===== src/core/cdcpin_pkg.sv =====
// package for the default pin configuration bank: byte offsets, field
// positions, reset values and encodings shared by the bank and its bench.
// assumes a byte-wide configuration port and a ten-line io bank.
package cdcpin_pkg;
   // address width of the configuration port, io line count and bank size
   localparam int unsigned ADDR_W = 9;
   localparam int unsigned NUM_IO = 10;
   localparam int unsigned BANK_N = 13;

   // byte offsets of the bank locations
   localparam logic [8:0] OFS_PIN_FUNCTION_SELECT_LOW = 9'h009;
   localparam logic [8:0] OFS_PIN_FUNCTION_SELECT_HIGH = 9'h00a;
   localparam logic [8:0] OFS_IO_DIRECTION_LOW = 9'h00b;
   localparam logic [8:0] OFS_IO_DIRECTION_HIGH = 9'h00c;
   localparam logic [8:0] OFS_IO_CHANGE_MASK_LOW = 9'h00d;
   localparam logic [8:0] OFS_IO_CHANGE_MASK_HIGH = 9'h00e;
   localparam logic [8:0] OFS_LATENCY_BAUD_LIMIT_BYTE0 = 9'h00f;
   localparam logic [8:0] OFS_LATENCY_BAUD_LIMIT_BYTE1 = 9'h010;
   localparam logic [8:0] OFS_LATENCY_BAUD_LIMIT_BYTE2 = 9'h011;
   localparam logic [8:0] OFS_MAKER_IDENT_LOW = 9'h012;
   localparam logic [8:0] OFS_MAKER_IDENT_HIGH = 9'h013;
   localparam logic [8:0] OFS_PART_IDENT_LOW = 9'h014;
   localparam logic [8:0] OFS_PART_IDENT_HIGH = 9'h015;

   // bank index of each location (offset minus the first offset)
   localparam logic [3:0] IDX_MODE_LO = 4'h0;
   localparam logic [3:0] IDX_MODE_HI = 4'h1;
   localparam logic [3:0] IDX_DIR_LO = 4'h2;
   localparam logic [3:0] IDX_DIR_HI = 4'h3;
   localparam logic [3:0] IDX_MASK_LO = 4'h4;
   localparam logic [3:0] IDX_MASK_HI = 4'h5;
   localparam logic [3:0] IDX_BAUD0 = 4'h6;
   localparam logic [3:0] IDX_BAUD1 = 4'h7;
   localparam logic [3:0] IDX_BAUD2 = 4'h8;
   localparam logic [3:0] IDX_VID_LO = 4'h9;
   localparam logic [3:0] IDX_VID_HI = 4'ha;
   localparam logic [3:0] IDX_PID_LO = 4'hb;
   localparam logic [3:0] IDX_PID_HI = 4'hc;

   // field positions in the mode low byte
   localparam int unsigned BIT_CLK_EN = 7;
   localparam int unsigned SEC_HI = 6;
   localparam int unsigned SEC_LO = 5;
   localparam int unsigned BIT_SEC_PIN = 4;
   localparam int unsigned PRI_HI = 2;
   // field positions in the mode high byte
   localparam int unsigned BIT_RX_TOG = 1;
   localparam int unsigned BIT_TX_TOG = 0;

   // override-enable bit positions
   localparam int unsigned OVR_MODE = 1;
   localparam int unsigned OVR_DIR = 2;
   localparam int unsigned OVR_MASK = 3;
   localparam int unsigned OVR_BAUD = 4;

   // primary pin mode encodings
   localparam logic [2:0] PRI_GPIO = 3'h0;
   localparam logic [2:0] PRI_RTS_CTS = 3'h1;
   localparam logic [2:0] PRI_DTR_DSR = 3'h2;
   localparam logic [2:0] PRI_XCVR_TX = 3'h3;
   localparam logic [2:0] PRI_XCVR_ADDR = 3'h4;
   // secondary select encodings
   localparam logic [1:0] SEC_GPIO = 2'h0;
   localparam logic [1:0] SEC_XCVR_TX = 2'h1;
   localparam logic [1:0] SEC_XCVR_ADDR = 2'h2;

   // io line numbers used by the pin functions
   localparam int unsigned LINE_DTR = 2;
   localparam int unsigned LINE_DSR = 3;
   localparam int unsigned LINE_CTS = 4;
   localparam int unsigned LINE_RTS = 5;
   localparam int unsigned LINE_CLK = 6;
   localparam int unsigned LINE_SEC = 7;
   localparam int unsigned LINE_TXT = 8;
   localparam int unsigned LINE_RXT = 9;

   // values after reset and built-in class defaults (plain values)
   localparam logic [7:0] BANK_BLANK = 8'h00;
   localparam logic [7:0] DEF_MODE_LO = 8'h00;
   localparam logic [7:0] DEF_MODE_HI = 8'h00;
   localparam logic [9:0] DEF_DIR = 10'h000;
   localparam logic [9:0] DEF_MASK = 10'h000;
   localparam logic [23:0] DEF_BAUD = 24'h000000;

   // load sequencer states
   typedef enum logic [0:0] {
      CDCPIN_LOAD = 1'b0,
      CDCPIN_RUN = 1'b1
   } cdcpin_state_t;
endpackage


===== src/core/cdcpin_bank.sv =====
// default pin configuration bank: one-time-programmable byte store, a
// load step after reset that fills the working registers, the io line
// function mux and the input change notifier.
// assumes all inputs are synchronous to clk_i and rstn_i is power-on reset.
// the store acts as fuses: set bits stay set,
// only otp_blank_i clears it.
// working registers load once, in the cycle
// after rstn_i rises; later writes wait for
// the next reset.
// pins are registered once after the mux, so
// they lag their sources by one clock.
// identifiers load without an override bit.
// the override bit 0 is not used here.
// the change notifier only flags; packet
// building and sending live elsewhere.
// reserved mode codes fall back to plain io.
`timescale 1ns/1ns

// Behaviour
// - mode low bit 7 drives clock on line 6
// - secondary 01: line 7 enables on transmit
// - secondary 10: line 7 enables on match
// - pin bit picks line 7 function source
// - primary 000: flow lines are plain io
// - primary 001: lines 5,4 RTS/CTS flow
// - primary 010: lines 2,3 DTR/DSR flow
// - primary 011: line 5 enables on transmit
// - primary 100: line 5 enables on match
// - mode high bit 1: line 9 rx toggle
// - mode high bit 0: line 8 tx toggle
// - direction low byte sets lines 7..0
// - direction high bits set lines 9,8
// - unmasked input change sends notification
// - masked input change sends nothing
// - baud limit built from three bytes
// - vendor id from two bytes, low first
// - product id from two bytes, low first
// - override bits gate replacing class defaults
// - blank reads zero; load after power-up
module cdcpin_bank (
   input wire logic clk_i, // core clock
   input wire logic rstn_i, // power-on reset, synchronous, low active
   input wire logic otp_blank_i, // clears the store to an unprogrammed part
   // configuration port
   input wire logic cfg_wr_i, // one-cycle write strobe
   input wire logic cfg_rd_i, // one-cycle read strobe
   input wire logic [8:0] cfg_addr_i, // byte offset
   input wire logic [7:0] cfg_wdata_i, // write byte
   output logic [7:0] cfg_rdata_o, // read byte, valid with cfg_rvalid_o
   output logic cfg_rvalid_o, // read answer pulse
   // load control
   input wire logic [4:0] override_en_i, // override-enable bits
   // io lines
   input wire logic [9:0] io_in_i, // io line levels
   output logic [9:0] io_out_o, // io line drive levels
   output logic [9:0] io_oe_o, // io line drive enables
   input wire logic [9:0] gpio_out_i, // general purpose output levels
   // function signals to and from the uart
   input wire logic clk_src_i, // clock to send out on line 6
   input wire logic tx_active_i, // uart is transmitting
   input wire logic addr_match_i, // multidrop address match in effect
   input wire logic rts_n_i, // automatic request-to-send level
   input wire logic dtr_n_i, // automatic terminal-ready level
   output logic cts_n_o, // clear-to-send level to the uart
   output logic dsr_n_o, // set-ready level to the uart
   input wire logic tx_toggle_i, // transmit activity toggle
   input wire logic rx_toggle_i, // receive activity toggle
   // change notifier
   output logic irq_req_o, // one-cycle request for a notification packet
   output logic [9:0] io_change_o, // lines that changed, with irq_req_o
   // working values
   output logic [23:0] baud_limit_o, // working low-latency baud threshold
   output logic [15:0] vendor_id_o, // working vendor identifier
   output logic [15:0] product_id_o, // working product identifier
   output logic load_done_o // working registers hold loaded values
);

   // offset decoding
   //
   // the bank is a contiguous run of offsets;
   // outside it writes drop, reads give zero.
   // true when the offset falls inside the bank
   function automatic logic in_bank(input logic [8:0] a);
      in_bank = (a >= cdcpin_pkg::OFS_PIN_FUNCTION_SELECT_LOW) &&
                (a <= cdcpin_pkg::OFS_PART_IDENT_HIGH);
   endfunction

   // bank index of an offset
   // only meaningful once in_bank agrees;
   // a low offset would wrap here.
   function automatic logic [3:0] bank_idx(input logic [8:0] a);
      logic [8:0] d;
      d = a - cdcpin_pkg::OFS_PIN_FUNCTION_SELECT_LOW;
      bank_idx = d[3:0];
   endfunction


   // storage and sequencing
   logic [7:0] bank [cdcpin_pkg::BANK_N]; // programmable store
   cdcpin_pkg::cdcpin_state_t state; // load sequencer

   // working copies, loaded once
   logic [7:0] mode_lo; // working mode low byte
   logic [7:0] mode_hi; // working mode high byte
   logic [9:0] dir; // working directions, 1 = output
   logic [9:0] mask; // working change masks, 1 = silent

   // change notifier state
   logic [9:0] io_prev; // io levels one cycle ago
   logic io_prev_ok; // io_prev holds a real sample

   // pin mux results
   logic [9:0] next_out; // mux result for drive levels
   logic [9:0] next_oe; // mux result for drive enables
   logic [9:0] func_in; // lines claimed as function inputs
   logic [9:0] changed; // unmasked input changes

   // fields of the low mode byte
   logic [2:0] pri; // primary pin mode field
   logic [1:0] sec; // secondary select field

   // store
   //
   // a write ORs its byte into the location;
   // no bit can be cleared but by blanking.
   // blanking wins over a write in one cycle.
   // no reset branch: rstn_i is a power cycle
   // and the fuses survive it.
   // store: programming only sets bits, as a fuse would; kept across reset
   always_ff @(posedge clk_i) begin
      // every location decodes its own write
      for (int i = 0; i < cdcpin_pkg::BANK_N; i++) begin
         if (otp_blank_i) begin
            bank[i] <= cdcpin_pkg::BANK_BLANK;
         end else if (cfg_wr_i && in_bank(cfg_addr_i) &&
                      (bank_idx(cfg_addr_i) == 4'(i))) begin
            bank[i] <= bank[i] | cfg_wdata_i;
         end
      end
   end

   // read port
   //
   // reads show the raw store, not the working
   // copies, so the host can verify a byte.
   // the byte stands until the next read.
   // read answer: bank bytes, zero for any other offset
   always_ff @(posedge clk_i) begin
      if (!rstn_i) begin
         cfg_rdata_o <= 8'h00;
         cfg_rvalid_o <= 1'b0;
      end else begin
         // one answer per strobe, one clock later
         cfg_rvalid_o <= cfg_rd_i;
         if (cfg_rd_i && in_bank(cfg_addr_i)) begin
            cfg_rdata_o <= bank[bank_idx(cfg_addr_i)];
         end else if (cfg_rd_i) begin
            cfg_rdata_o <= 8'h00;
         end
      end
   end

   // load sequencer
   //
   // reset parks it in the load state, so the
   // first edge after release copies the store.
   // the run state never reloads.
   // load sequencer: one load cycle after release, then run for good
   always_ff @(posedge clk_i) begin
      if (!rstn_i) begin
         state <= cdcpin_pkg::CDCPIN_LOAD;
      end else begin
         unique case (state)
            // one cycle only
            cdcpin_pkg::CDCPIN_LOAD: begin
               state <= cdcpin_pkg::CDCPIN_RUN;
            end
            // stays until the next reset
            cdcpin_pkg::CDCPIN_RUN: begin
               state <= cdcpin_pkg::CDCPIN_RUN;
            end
         endcase
      end
   end
   assign load_done_o = (state == cdcpin_pkg::CDCPIN_RUN);

   // working registers
   //
   // a group other than the identifiers takes the
   // stored bytes only if its override bit is high in the load cycle;
   // otherwise the class default stays.
   // the defaults are all zero for now.
   // working registers: class defaults unless the override bit is set; identifiers always load
   always_ff @(posedge clk_i) begin
      if (!rstn_i) begin
         mode_lo <= cdcpin_pkg::DEF_MODE_LO;
         mode_hi <= cdcpin_pkg::DEF_MODE_HI;
         dir <= cdcpin_pkg::DEF_DIR;
         mask <= cdcpin_pkg::DEF_MASK;
         baud_limit_o <= cdcpin_pkg::DEF_BAUD;
         vendor_id_o <= 16'h0000;
         product_id_o <= 16'h0000;
      end else if (state == cdcpin_pkg::CDCPIN_LOAD) begin
         // sampled once; the run state never reloads
         // pin mode bytes
         if (override_en_i[cdcpin_pkg::OVR_MODE]) begin
            mode_lo <= bank[cdcpin_pkg::IDX_MODE_LO];
            mode_hi <= bank[cdcpin_pkg::IDX_MODE_HI];
         end
         // direction bits, 1 = output
         if (override_en_i[cdcpin_pkg::OVR_DIR]) begin
            dir <= {bank[cdcpin_pkg::IDX_DIR_HI][1:0],
                    bank[cdcpin_pkg::IDX_DIR_LO]};
         end
         // change masks, 1 = silent
         if (override_en_i[cdcpin_pkg::OVR_MASK]) begin
            mask <= {bank[cdcpin_pkg::IDX_MASK_HI][1:0],
                     bank[cdcpin_pkg::IDX_MASK_LO]};
         end
         // low-latency baud limit
         if (override_en_i[cdcpin_pkg::OVR_BAUD]) begin
            baud_limit_o <= {bank[cdcpin_pkg::IDX_BAUD2], bank[cdcpin_pkg::IDX_BAUD1],
                             bank[cdcpin_pkg::IDX_BAUD0]};
         end
         // identifiers always load
         vendor_id_o <= {bank[cdcpin_pkg::IDX_VID_HI],
                         bank[cdcpin_pkg::IDX_VID_LO]};
         product_id_o <= {bank[cdcpin_pkg::IDX_PID_HI],
                          bank[cdcpin_pkg::IDX_PID_LO]};
      end
   end

   // field extraction
   assign pri = mode_lo[cdcpin_pkg::PRI_HI:0];
   assign sec = mode_lo[cdcpin_pkg::SEC_HI:cdcpin_pkg::SEC_LO];

   // pin function mux
   //
   // later assignments win, so a line claimed
   // twice by a bad program keeps the last.
   // 001 rts/cts on 5/4, 010 dtr/dsr on 2/3,
   // 011 and 100 drive line 5 as enable.
   // pin function mux: start from plain io, then lay functions on top
   always_comb begin
      next_out = gpio_out_i;
      next_oe = dir;
      func_in = 10'h000;
      // primary field; reserved codes fall through as plain io
      case (pri)
         // rts out on 5, cts in on 4
         cdcpin_pkg::PRI_RTS_CTS: begin
            next_out[cdcpin_pkg::LINE_RTS] = rts_n_i;
            next_oe[cdcpin_pkg::LINE_RTS] = 1'b1;
            next_oe[cdcpin_pkg::LINE_CTS] = 1'b0;
            func_in[cdcpin_pkg::LINE_CTS] = 1'b1;
         end
         // dtr out on 2, dsr in on 3
         cdcpin_pkg::PRI_DTR_DSR: begin
            next_out[cdcpin_pkg::LINE_DTR] = dtr_n_i;
            next_oe[cdcpin_pkg::LINE_DTR] = 1'b1;
            next_oe[cdcpin_pkg::LINE_DSR] = 1'b0;
            func_in[cdcpin_pkg::LINE_DSR] = 1'b1;
         end
         // enable while transmitting
         cdcpin_pkg::PRI_XCVR_TX: begin
            next_out[cdcpin_pkg::LINE_RTS] = tx_active_i;
            next_oe[cdcpin_pkg::LINE_RTS] = 1'b1;
         end
         // enable while address matches
         cdcpin_pkg::PRI_XCVR_ADDR: begin
            next_out[cdcpin_pkg::LINE_RTS] = addr_match_i;
            next_oe[cdcpin_pkg::LINE_RTS] = 1'b1;
         end
         // plain io, reserved codes too
         default: begin
            next_out = next_out;
         end
      endcase

      // line 7 follows the secondary field only when the pin bit is set
      if (mode_lo[cdcpin_pkg::BIT_SEC_PIN]) begin
         // code 11 is reserved: plain io
         if (sec == cdcpin_pkg::SEC_XCVR_TX) begin
            next_out[cdcpin_pkg::LINE_SEC] = tx_active_i;
            next_oe[cdcpin_pkg::LINE_SEC] = 1'b1;
         end else if (sec == cdcpin_pkg::SEC_XCVR_ADDR) begin
            next_out[cdcpin_pkg::LINE_SEC] = addr_match_i;
            next_oe[cdcpin_pkg::LINE_SEC] = 1'b1;
         end
      end

      // clock output on line 6
      if (mode_lo[cdcpin_pkg::BIT_CLK_EN]) begin
         next_out[cdcpin_pkg::LINE_CLK] = clk_src_i;
         next_oe[cdcpin_pkg::LINE_CLK] = 1'b1;
      end

      // transmit toggle on line 8
      if (mode_hi[cdcpin_pkg::BIT_TX_TOG]) begin
         next_out[cdcpin_pkg::LINE_TXT] = tx_toggle_i;
         next_oe[cdcpin_pkg::LINE_TXT] = 1'b1;
      end
      // receive toggle on line 9
      if (mode_hi[cdcpin_pkg::BIT_RX_TOG]) begin
         next_out[cdcpin_pkg::LINE_RXT] = rx_toggle_i;
         next_oe[cdcpin_pkg::LINE_RXT] = 1'b1;
      end
   end

   // pin registers
   //
   // the load cycle still sees default modes, so
   // drivers wait for the run state; otherwise an
   // input line could be driven for one clock.
   // reset leaves every line undriven.
   // io drive registers; lines stay undriven until loading is done
   always_ff @(posedge clk_i) begin
      if (!rstn_i) begin
         io_out_o <= 10'h000;
         io_oe_o <= 10'h000;
      end else if (state == cdcpin_pkg::CDCPIN_RUN) begin
         // pins follow the mux one clock late
         io_out_o <= next_out;
         io_oe_o <= next_oe;
      end
   end

   // flow inputs
   //
   // both are active low; an unclaimed line
   // reports one, so the uart never stops.
   // the level is taken from the pin as is.
   // flow inputs to the uart; idle high when the line is not claimed
   always_ff @(posedge clk_i) begin
      if (!rstn_i) begin
         cts_n_o <= 1'b1;
         dsr_n_o <= 1'b1;
      end else begin
         cts_n_o <= func_in[cdcpin_pkg::LINE_CTS] ? io_in_i[cdcpin_pkg::LINE_CTS] : 1'b1;
         dsr_n_o <= func_in[cdcpin_pkg::LINE_DSR] ? io_in_i[cdcpin_pkg::LINE_DSR] : 1'b1;
      end
   end

   // change notifier
   //
   // driven lines are left out: their level is
   // ours and tells the host nothing.
   // io_prev_ok hides the first run cycle,
   // when io_prev predates the loaded mode.
   // change notifier: only input lines whose mask bit is clear report
   assign changed = (io_in_i ^ io_prev) & ~next_oe & ~mask & {10{io_prev_ok}};

   // one pulse per clock with a change; bursts
   // are merged by the packet builder.
   // previous levels and notification pulse
   always_ff @(posedge clk_i) begin
      if (!rstn_i) begin
         io_prev <= 10'h000;
         io_prev_ok <= 1'b0;
         irq_req_o <= 1'b0;
         io_change_o <= 10'h000;
      end else begin
         // sample every clock
         io_prev <= io_in_i;
         io_prev_ok <= (state == cdcpin_pkg::CDCPIN_RUN);
         // pulse and line set go out together
         irq_req_o <= |changed;
         io_change_o <= changed;
      end
   end
endmodule


===== config.mk =====
export PLATFORM = sky130hd
export DESIGN_NAME = cdcpin_bank
export DESIGN_NICKNAME = d
export VERILOG_FILES = /design/src/core/cdcpin_pkg.sv /design/src/core/cdcpin_bank.sv
export SDC_FILE = /design/constraint.sdc
export NUM_CORES = 1
export LEC_CHECK = 0
export BUFFER_PORTS_ARGS = -buffer_cell sky130_fd_sc_hd__buf_4
export CAP_MARGIN = 20
export CORE_ASPECT_RATIO = 0.6
export CORE_UTILIZATION = 30
export DETAILED_ROUTE_END_ITERATION = 12
export SKIP_CTS_REPAIR_TIMING = 1
export SLEW_MARGIN = 20
export SYNTH_ARGS = -nofsm -noshare
export SYNTH_HDL_FRONTEND = slang
export SYNTH_SLANG_ARGS = --single-unit

===== constraint.sdc =====
create_clock -name clk_i -period 3.4 [get_ports clk_i]
set_input_delay 0.68 -clock clk_i [delete_from_list [all_inputs] [get_ports clk_i]]
set_output_delay 0.68 -clock clk_i [all_outputs]
set_load 0.01 [all_outputs]

==> run metrics, run 1 <==
run status finished clean; diode insertion count for antenna repair 0; count of H-tree levels built during CTS 1; clock edge transition at the registers on the reported setup and hold paths around 0.07 ns; timing-limited maximum frequency between 400 and 500 MHz; crit path launch type input pin; final weighted congestion in routability-driven placement roughly 0.86; area grow syn2layout 23.1%; antenna violations before repair 0; Post-Synthesis Net Count ~1,100; Max FO, Critical Path 16; Largest stage delay, worst path around 0.60 ns; count of port buffers added during placement between 150 and 200; area of the mapped netlist 10,700 um2; Post-DP HPWL around 23,000 um; largest cells by area after synthesis sky130_fd_sc_hd__edfxtp_1, sky130_fd_sc_hd__dfxtp_1, sky130_fd_sc_hd__nor2_1; cell type with the highest aggregate area in the netlist sky130_fd_sc_hd__edfxtp_1; Cell Chain, Critical Path buf_4, inv_1, ha_1, buf_12, mux4_1, nor2b_1, a211oi_1, buf_4, o41ai_1; LEAKAGE 5.34 nW; TNS Setup 0 ns; shortest clock period the worst path allows after layout approximately 2.5 ns; Primary FF master, synth sky130_fd_sc_hd__dfxtp_1; vias per inst 4.86; worst-skew pair later-pin latency 0.55 ns; global routing usage on met1 26.6%; worst slack at placement between 0.4 and 0.5 ns; category of cells accounting for the largest share of critical-path delay buffers and inverters; # IOs ~150; number of sinks on the clock net 243; Routed WL roughly 32,000 um; worst relative slew slack between 50 and 60%; setup skew after layout around 0.018 ns; pin count of the biggest net entering global routing between 40 and 50; worst endpoint data arrival time roughly 2.9 ns; required time of the worst setup path 3.82 ns; area share of the largest cell type after synthesis about 30%; number of clock buffers inserted by TritonCTS 25; residual DRC count 0; share of the clock period used by the worst path after layout slightly above 70%; fraction of met2 tracks used by global routing between 20% and 30%; floorplan core area roughly 35,000 um2; worst path bufs/invs 4; post-synth cell types 69; clock tree from TritonCTS built; Bufs on Longest Clock Path 3; number of maximum-capacitance violations 0; critical path capture point type flip-flop; max-slew violation total from the final report 0; worst vdd rail ir drop between 0.3 and 0.4 mV; class of the most critical hold timing path in2reg; M3 GR Usage under 10%; wire length of the first global-routing pass about 48,000 um; sequential share of the synthesized area 55.4%; average instance area after synthesis between 10 and 15 um2; fraction of final layout cells with drive strength greater than 1 a little over 20%; area of the die about 36,000 um2; post-synthesis async set-or-reset flop share 0%; buffer cell driving the clock tree root sky130_fd_sc_hd__clkbuf_16; # fillers about 3,500; Post-Synthesis Cells between 1,000 and 1,500; total routing usage reported by global routing 17.5%; vertical die dimension 148 um; critical setup path kind in2reg; number of nets at the end of the flow between 1,000 and 1,500; DR iter-0 viols 574; remaining global-route overflow 0; final hold violation count 0; effective utilization at floorplan between 30% and 40%; vias in the first global route ~7,800; cell with the most instances on the worst path sky130_fd_sc_hd__buf_4; first-pass iteration count of the detailed router 5; Post-DRT Antenna Nets 0; row cnt 53; per-cell routed wire length ~19 um; Yosys reg bits between 200 and 250; count of yosys warnings during synthesis 0; horizontal extent of the die about 250 um; power per standard cell area 510 nW/um2; Finish-stage setup viols 0; slew at the pin closest to its max-slew limit between 0.7 and 0.8 ns; final worst slack about 0.94 ns; overall via count from detail_route just over 8,000; worst-path cell with the longest stage delay sky130_fd_sc_hd__mux4_1; number of enable-type register cells in the synthesized netlist 104; RSZ-0062 raised after global routing no; global route hottest layer met1
metal layers:
metal | wire length (um) | share of wire, %
met5 | 0 | 0
met1 | 15800 | 50
met4 | 481 | 1.5
met2 | 13100 | 41
met3 | 2340 | 7.4
power breakdown:
| part | switching [W] | internal, W | leakage [nW] |
|---|---|---|---|
| clock | 0.00117 | 0.00161 | 0.409 |
| combinational | 0.000369 | 0.000290 | 2.72 |
| sequential | 0.0000939 | 0.00314 | 2.21 |
logic make-up after synthesis:
logic type      after synthesis  share of synthesized area [%]
mux                          83                           11.2
simple gates                497                           21.0
fa+ha+maj                     5                          0.587
flops                       243                           55.4
xor+xnor                     12                           1.06
compound gates              123                           7.70
buf+inv                      67                           2.98
path summary, 6_finish.rpt:
kind | startpoint | end | slack (ns) | cells past startpoint
worst max-delay path | cfg_addr_i[0] | cfg_rdata_o[2] | 0.94 | 9
worst min-delay path | io_in_i[3] | dsr_n_o | 0.35 | 2
worst max register to register | mode_hi[0] | irq_req_o | 1.53 | 5
worst min register to register | dir[5] | dir[5] | 0.45 | 2
synth_stat cells, types with 9 or more instances:
cell type and n:
sky130_fd_sc_hd__nor2_1 275, sky130_fd_sc_hd__dfxtp_1 139, sky130_fd_sc_hd__nand2_1 125, sky130_fd_sc_hd__edfxtp_1 104, sky130_fd_sc_hd__mux2i_1 59, sky130_fd_sc_hd__a21oi_1 58
sky130_fd_sc_hd__clkbuf_1 36, sky130_fd_sc_hd__mux4_1 20, sky130_fd_sc_hd__and2_1 17, sky130_fd_sc_hd__a211oi_1 16, sky130_fd_sc_hd__nand2b_1 13, sky130_fd_sc_hd__nor2b_1 13
sky130_fd_sc_hd__buf_2 10, sky130_fd_sc_hd__o21bai_1 10, sky130_fd_sc_hd__xor2_1 9
per-stage QoR:
step | instance area (um2) | total power, W | hold WS [ns] | std cells | utilization, %
6_report | 13100 | 0.00669 | 0.347 | 1657 | 37.5
4_1_cts | 13100 | 0.00677 | 0.321 | 1657 | 37.5
5_1_grt | 13100 | 0.00694 | 0.332 | 1657 | 37.5
2_1_floorplan | 10700 | 0.00366 | 0.431 | 1030 | -
3_3_place_gp | 12300 | 0.00394 | 0.442 | 1611 | 35.1
3_5_place_dp | 12300 | 0.00396 | 0.447 | 1611 | 35.1
worst register-to-register path, stage by stage (launching register included):
cell                      delay (ns)
sky130_fd_sc_hd__dfxtp_1        0.41
sky130_fd_sc_hd__nor2_1         0.14
sky130_fd_sc_hd__and4b_1        0.23
sky130_fd_sc_hd__nor3_1         0.41
sky130_fd_sc_hd__nand4_1        0.15
sky130_fd_sc_hd__o41a_1         0.42
placed cells by master (no fill, tap or decap), drive strengths merged, types with 5 or more instances in the layout:
| cell type | Yosys | layout |
|---|---|---|
| clkbuf | 36 | 35 |
| and2 | 17 | 17 |
| nor4 | 5 | 5 |
| nor2b | 13 | 13 |
| dfxtp | 139 | 139 |
| mux2i | 59 | 59 |
| buf | 25 | 175 |
| a22o | 7 | 7 |
| edfxtp | 104 | 104 |
| ha | 5 | 5 |
| xor2 | 10 | 10 |
| o41ai | 6 | 6 |
| clkinv | 0 | 9 |
| a21oi | 59 | 59 |
| nand3b | 7 | 7 |
| nand3 | 5 | 5 |
| nor2 | 275 | 275 |
| nand2b | 13 | 13 |
| nand2 | 135 | 135 |
| nor3 | 5 | 5 |
| o21bai | 10 | 10 |
| a211oi | 16 | 16 |
| inv | 6 | 6 |
| mux4 | 23 | 23 |
layout make-up:
class / instances / area, um2 / share of cell area (%)
Multi-Input combinational cell: 720 / 4440 / 33.8
Inverter: 6 / 23.8 / 0.181
Sequential cell: 243 / 5910 / 45.0
Clock buffer: 35 / 708 / 5.40
Tap cell: 467 / 584 / 4.45
Timing Repair Buffer: 175 / 1340 / 10.2
Clock inverter: 11 / 116 / 0.887
state kept, by name (all words and copies together) (netlist names), 2 cells and up:
name,flops
io_oe_o,10
mode_lo,7
mask,10
io_out_o,10
mode_hi,2
vendor_id_o,16
bank,104
dir,10
io_change_o,10
cfg_rdata_o,8
io_prev,10
product_id_o,16
baud_limit_o,24
No activity file was read; power rests on OpenSTA's default activity.
==> run 2, diff against run 1 <==
--- a/config.mk
+++ b/config.mk
@@ -5,6 +5,7 @@
 export SDC_FILE = /design/constraint.sdc
 export NUM_CORES = 1
 export LEC_CHECK = 0
+export ABC_AREA = 1
 export BUFFER_PORTS_ARGS = -buffer_cell sky130_fd_sc_hd__buf_4
 export CAP_MARGIN = 20
 export CORE_ASPECT_RATIO = 0.6
==> constraint.sdc (replaced) <==
create_clock -name clk_i -period 2.4 [get_ports clk_i]
set_input_delay 0.48 -clock clk_i [delete_from_list [all_inputs] [get_ports clk_i]]
set_output_delay 0.48 -clock clk_i [all_outputs]
set_load 0.01 [all_outputs]
==> run 2 against run 1 <==
Global-route usage decreased by 0.12 points. Count of clock-buffer cells in the layout fell by 3. Synthesized cell count rose by 25%. Core utilization up 1.3 points. Critical path type is now reg2out.
==> run metrics, run 2 <==
worst-path cell with the longest stage delay sky130_fd_sc_hd__buf_4; floorplan core area 33,900 um2 (-3.2%); per-cell routed wire length 16.3 um (-14%); worst vdd rail ir drop 0.606 mV (+57%); register-to-register path setup slack 0.84 ns (-0.69 ns); Post-Synthesis Cells 1,286 (+25%); critical setup path kind reg2out; DR iter-0 viols 843 (+47%); highest-count cells in the layout ignoring fill and taps sky130_fd_sc_hd__nor2_1, sky130_fd_sc_hd__nand2_1, sky130_fd_sc_hd__buf_4; sequential share of the synthesized area 56.8% (+1.4 points); Yosys reg bits 243 (unchanged); # fillers 3,438 (-2.8%); worst-skew pair later-pin latency 0.55 ns (about the same); Finish-stage setup viols 0 (unchanged); post-synth cell types 33 (-52%); worst path bufs/invs 2 (-2); horizontal extent of the die 242 um (-1.2%); effective utilization at floorplan 30.7% (+0.22 points); largest cells by area after synthesis sky130_fd_sc_hd__edfxtp_1, sky130_fd_sc_hd__dfxtp_1, sky130_fd_sc_hd__nor2_1; cell with the most instances after synthesis sky130_fd_sc_hd__nor2_1; Endpoint, Worst Hold io_prev[6]; area share of the largest cell type after synthesis 30.1% (+0.75 points); area grow syn2layout 26.4%; remaining global-route overflow 0 (unchanged); post-synthesis async set-or-reset flop share 0% (unchanged); vias per inst 4.75 (-2.4%); Cells on Worst Hold Path 3 (+1); residual DRC count 0 (unchanged); Finished Core Util 38.7% (+1.3 points); fraction of final layout cells with drive strength greater than 1 18.0% (-2.3 points); number of sinks on the clock net 243 (unchanged); cell type with the highest aggregate area in the netlist sky130_fd_sc_hd__edfxtp_1; # IOs 153 (unchanged); Reg-to-Reg Start mode_lo[1]; share of the clock period used by the worst path after layout 85.4%; Post-Synthesis Net Count 1,345 (+24%); row cnt 52 (-1.9%); average instance area after synthesis 8.08 um2 (-22%); largest registers bank x104, baud_limit_o x24; number of clock buffers inserted by TritonCTS 24 (-4.0%); setup skew after layout 0.0349 ns (+0.0171 ns); required time of the worst setup path 1.92 ns (-1.90 ns); number of flip-flops in the largest register 104 (unchanged); timing-limited maximum frequency 488 MHz; diode insertion count for antenna repair 0 (unchanged); Post-DRT Antenna Nets 0 (unchanged); final weighted congestion in routability-driven placement 0.924 (+7.9%); TNS Setup 0 ns (unchanged); worst r2r path cells 8 (+3); area of the mapped netlist 10,400 um2 (-2.5%); number of maximum-capacitance violations 0 (unchanged); number of enable-type register cells in the synthesized netlist 104 (unchanged); category of cells accounting for the largest share of critical-path delay buffers and inverters; buffer cell driving the clock tree root sky130_fd_sc_hd__clkbuf_16; reg-to-reg endpoint irq_req_o; first-pass iteration count of the detailed router 6 (+1); startpoint of the lowest-slack hold path io_in_i[6]; worst endpoint data arrival time 1.57 ns (-1.31 ns); pin count of the biggest net entering global routing 54 (+20%); overall via count from detail_route 9,064 (+12%); wire length of the first global-routing pass 48,300 um (-0.16%); vertical die dimension 146 um (-1.2%); total routing usage reported by global routing 17.4% (-0.12 points); Routed WL 31,200 um (-1.4%); RSZ-0062 raised after global routing no; Bufs on Longest Clock Path 3 (unchanged); antenna violations before repair 0 (unchanged); clock edge transition at the registers on the reported setup and hold paths 0.06 ns (about the same); final hold slack 0.130 ns (-0.217 ns); crit path launch type flip-flop; worst relative slew slack 62.6% (+11 points); Primary FF master, synth sky130_fd_sc_hd__dfxtp_1; LEAKAGE 5.82 nW (+9.0%); Largest stage delay, worst path 0.43 ns (-0.17 ns); clock tree from TritonCTS built; cell with the most instances on the worst path sky130_fd_sc_hd__buf_4; Post-DP HPWL 23,000 um (-1.2%); vias in the first global route 8,528 (+9.1%); power per standard cell area 734 nW/um2 (+44%); final hold violation count 0 (unchanged); Max FO, Critical Path 53 (+37); class of the most critical hold timing path in2reg; run status finished clean; most numerous cell types in the synthesized netlist sky130_fd_sc_hd__nor2_1, sky130_fd_sc_hd__nand2_1, sky130_fd_sc_hd__dfxtp_1; count of port buffers added during placement 151 (unchanged); count of yosys warnings during synthesis 0 (unchanged); critical path capture point type output pin; slew at the pin closest to its max-slew limit 0.561 ns (-0.170 ns); count of H-tree levels built during CTS 1 (unchanged); area of the die 35,400 um2 (-2.5%); register with the most flip-flops bank; shortest clock period the worst path allows after layout roughly 2 ns; Cell Chain, Critical Path buf_4, buf_4; most frequent standard cell in the layout excluding fill and tap cells sky130_fd_sc_hd__nor2_1; max-slew violation total from the final report 0 (unchanged); number of nets at the end of the flow 1,492 (+21%)
==> run 2: worst max-delay path by stage <==
stage | from | endpoint | slack (ns) | depth (start not counted)
after floorplan | otp_blank_i | bank[12][0] | -0.02 | 4
after global placement | cfg_addr_i[1] | bank[0][7] | 0.04 | 12
after detailed placement | cfg_addr_i[1] | bank[7][5] | 0.02 | 12
after CTS | load_done_o | load_done_o | 0.32 | 2
after global routing | load_done_o | load_done_o | 0.25 | 2
final | load_done_o | load_done_o | 0.35 | 2
==> run 2: cell type report <==
cell class	count	area (um2)	area share [%]
tap	459	574	4.37
multi-input combinational	904	4100	31.2
clock buffer	32	666	5.07
inverter	73	282	2.14
timing repair buffer	187	1480	11.3
sequential	243	5910	45.0
clock inverter	12	125	0.953
==> run 2: kinds of logic after synthesis <==
group / share of synthesized area [%]
DFF: 56.8
and+or+nand+nor: 28.5
adders and majority gates: 0.602
buffers and inverters: 5.24
AOI/OAI and AO/OA: 8.48
xor gates and xnor gates: 0.337
==> run 2: power breakdown <==
group	leakage [nW]	internal [W]	switching (W)	total [W]
clock	0.401	0.00218	0.00166	0.00384
combinational	3.20	0.000440	0.000740	0.00118
sequential	2.22	0.00450	0.000120	0.00462
==> run 2: layer usage <==
metal | global-route usage [%] | wire, um | vias up
met4 | 2.47 | 408 | 0
met3 | 3.33 | 2060 | 34
met5 | 0 | 0 | -
li1 | - | - | 4463
met2 | 26.4 | 13700 | 275
met1 | 25.9 | 15000 | 4292
==> run 2: stage by stage <==
step / cells / area [um2] / total power [W] / setup slack [ns]
after floorplan: 1286 / 10600 / 0.00534 / -0.0172
final: 1910 / 13100 / 0.00963 / 0.352
after CTS: 1910 / 13100 / 0.00972 / 0.322
after global routing: 1910 / 13100 / 0.0100 / 0.251
after detailed placement: 1866 / 12300 / 0.00589 / 0.0167
after global placement: 1866 / 12300 / 0.00587 / 0.0379
==> run 2: worst register-to-register path, cell delays in order (launching register included) <==
cell,delay [ns]
sky130_fd_sc_hd__dfxtp_1,0.36
sky130_fd_sc_hd__inv_1,0.08
sky130_fd_sc_hd__nand3_1,0.13
sky130_fd_sc_hd__nand2_1,0.07
sky130_fd_sc_hd__nor2_1,0.39
sky130_fd_sc_hd__o211ai_1,0.20
sky130_fd_sc_hd__nand3_1,0.14
sky130_fd_sc_hd__nor2_1,0.05
sky130_fd_sc_hd__nor2_1,0.07
==> run 3, diff against run 2 <==
==> constraint.sdc (replaced) <==
create_clock -name clk_i -period 2.4 [get_ports clk_i]
set_input_delay 0.36 -clock clk_i [delete_from_list [all_inputs] [get_ports clk_i]]
set_output_delay 0.36 -clock clk_i [all_outputs]
set_load 0.01 [all_outputs]
==> run 3 against run 2 <==
Sequential share of layout area is 0.16 points higher. Critical path type unchanged. Die area stayed put. Count of clock-buffer cells in the layout is 4 higher.
==> run metrics, run 3 (synthesis gave the netlist of run 2 again) <==
run status finished clean; number of sinks on the clock net 243 (unchanged); worst endpoint data arrival time 1.73 ns (+0.16 ns); floorplan core area 33,900 um2 (unchanged); global route hottest layer met2; pin count of the biggest net entering global routing 67 (+24%); vias per inst 4.74 (-0.17%); power per standard cell area 720 nW/um2 (-1.8%); diode insertion count for antenna repair 0 (unchanged); first-pass iteration count of the detailed router 6 (unchanged); critical setup path kind reg2out; worst path bufs/invs 2 (unchanged); row cnt 52 (unchanged); area of the die 35,400 um2 (unchanged); M3 GR Usage 3.58% (+0.26 points); residual DRC count 0 (unchanged); class of the most critical hold timing path in2reg; max-slew violation total from the final report 0 (unchanged); DR iter-0 viols 914 (+8.4%); # IOs 153 (unchanged); effective utilization at floorplan 30.7% (unchanged); Max FO, Critical Path 29 (-45%); antenna violations before repair 0 (unchanged); Cell Chain, Critical Path buf_4, buf_4; register with the most flip-flops bank; fraction of final layout cells with drive strength greater than 1 17.9% (-0.081 points); RSZ-0062 raised after global routing no; fraction of met2 tracks used by global routing 25.9% (-0.49 points); shortest clock period the worst path allows after layout 2.09 ns (+0.0412 ns); setup skew after layout 0.0333 ns (-0.00158 ns); vias in the first global route 8,433 (-1.1%); worst vdd rail ir drop 0.424 mV (-30%); category of cells accounting for the largest share of critical-path delay flip-flops; Post-DRT Antenna Nets 0 (unchanged); # fillers 3,537 (+2.9%); count of H-tree levels built during CTS 1 (unchanged); worst-path cell with the longest stage delay sky130_fd_sc_hd__dfxtp_2; Routed WL 31,000 um (-0.81%); timing-limited maximum frequency 479 MHz (-2.0%); Finish-stage setup viols 0 (unchanged); count of port buffers added during placement 151 (unchanged); Finished Core Util 38.6% (-0.14 points); buffer cell driving the clock tree root sky130_fd_sc_hd__clkbuf_16; crit path launch type flip-flop; total routing usage reported by global routing 17.2% (-0.18 points); worst-skew pair later-pin latency 0.54 ns (about the same); final hold violation count 0 (unchanged); LEAKAGE 5.80 nW (-0.24%); number of nets at the end of the flow 1,494 (+0.13%); worst relative slew slack 48.8% (-14 points); area grow syn2layout 25.9%; remaining global-route overflow 0 (unchanged); number of maximum-capacitance violations 0 (unchanged); per-cell routed wire length 16.2 um (-0.86%); vertical die dimension 146 um (unchanged); horizontal extent of the die 242 um (unchanged); number of flip-flops in the largest register 104 (unchanged); Bufs on Longest Clock Path 3 (unchanged); highest-count cells in the layout ignoring fill and taps sky130_fd_sc_hd__nor2_1, sky130_fd_sc_hd__nand2_1, sky130_fd_sc_hd__buf_4; most frequent standard cell in the layout excluding fill and tap cells sky130_fd_sc_hd__nor2_1; final weighted congestion in routability-driven placement 0.958 (+3.7%); Largest stage delay, worst path 0.60 ns (+0.17 ns); cell with the most instances on the worst path sky130_fd_sc_hd__buf_4; largest registers bank x104, baud_limit_o x24; global routing usage on met1 25.6% (-0.31 points); clock edge transition at the registers on the reported setup and hold paths 0.07 ns (about the same); required time of the worst setup path 2.04 ns (+0.12 ns); critical path capture point type output pin; clock tree from TritonCTS built; number of clock buffers inserted by TritonCTS 23 (-4.2%); overall via count from detail_route 9,053 (-0.12%); Post-DP HPWL 22,900 um (-0.39%); wire length of the first global-routing pass 48,000 um (-0.77%); slew at the pin closest to its max-slew limit 0.764 ns (+0.203 ns); TNS Setup 0 ns (unchanged); share of the clock period used by the worst path after layout 87.1% (+1.7 points)
==> run 3: cell count changes in the layout (fill, tap and decap cells not counted), sizes merged <==
cell	change
clkinv	-5
clkbuf	+4
bufinv	-2
clkinvlp	+1
buf	+3
==> run 3: power by group <==
group | leakage (nW) | internal, W | switching (W) | total (W)
Combinational | 3.22 | 0.000447 | 0.000728 | 0.00117
Clock | 0.368 | 0.00201 | 0.00162 | 0.00363
Sequential | 2.22 | 0.00450 | 0.000125 | 0.00462
Total | 5.80 | 0.00695 | 0.00247 | 0.00942
==> run 3: path summary, 6_finish.rpt <==
check / endpoint / slack (ns) / cells past startpoint / start
max: load_done_o / 0.31 / 2 / load_done_o
min: io_prev[9] / 0.02 / 3 / io_in_i[9]
max reg2reg: baud_limit_o[0] / 0.41 / 5 / load_done_o
min reg2reg: cfg_rdata_o[6] / 0.47 / 2 / cfg_rdata_o[6]
==> run 3: through the flow <==
stage	power, W	hold slack [ns]	instances	area, um2	setup WS [ns]
after floorplan	0.00534	0.388	1286	10500	0.00177
after global placement	0.00587	0.459	1869	12300	0.0635
after detailed placement	0.00589	0.462	1869	12300	0.00839
after CTS	0.00948	0.00497	1911	13100	0.141
after global routing	0.00983	0.0151	1911	13100	0.0871
final	0.00942	0.0153	1911	13100	0.310
==> run 3: layer usage <==
layer	vias up	share of wire, %
li1	4458	-
met4	0	1.1
met2	283	43
met3	29	7.0
met5	-	0
met1	4283	48
==> run 3: tightest hold or removal path: cells and delay by family <==
family	cells	cell delay (ns)
buffers and inverters	2	0.13
AND/OR/NAND/NOR	1	0.04
==> run 3: cell type report <==
type / instances / area [um2] / area share, %
Sequential cell: 243 / 5910 / 45.1
Clock inverter: 6 / 36.3 / 0.277
Timing Repair Buffer: 190 / 1530 / 11.7
Inverter: 73 / 283 / 2.16
Tap cell: 459 / 574 / 4.39
Clock buffer: 36 / 698 / 5.34
Multi-Input combinational cell: 904 / 4060 / 31.0
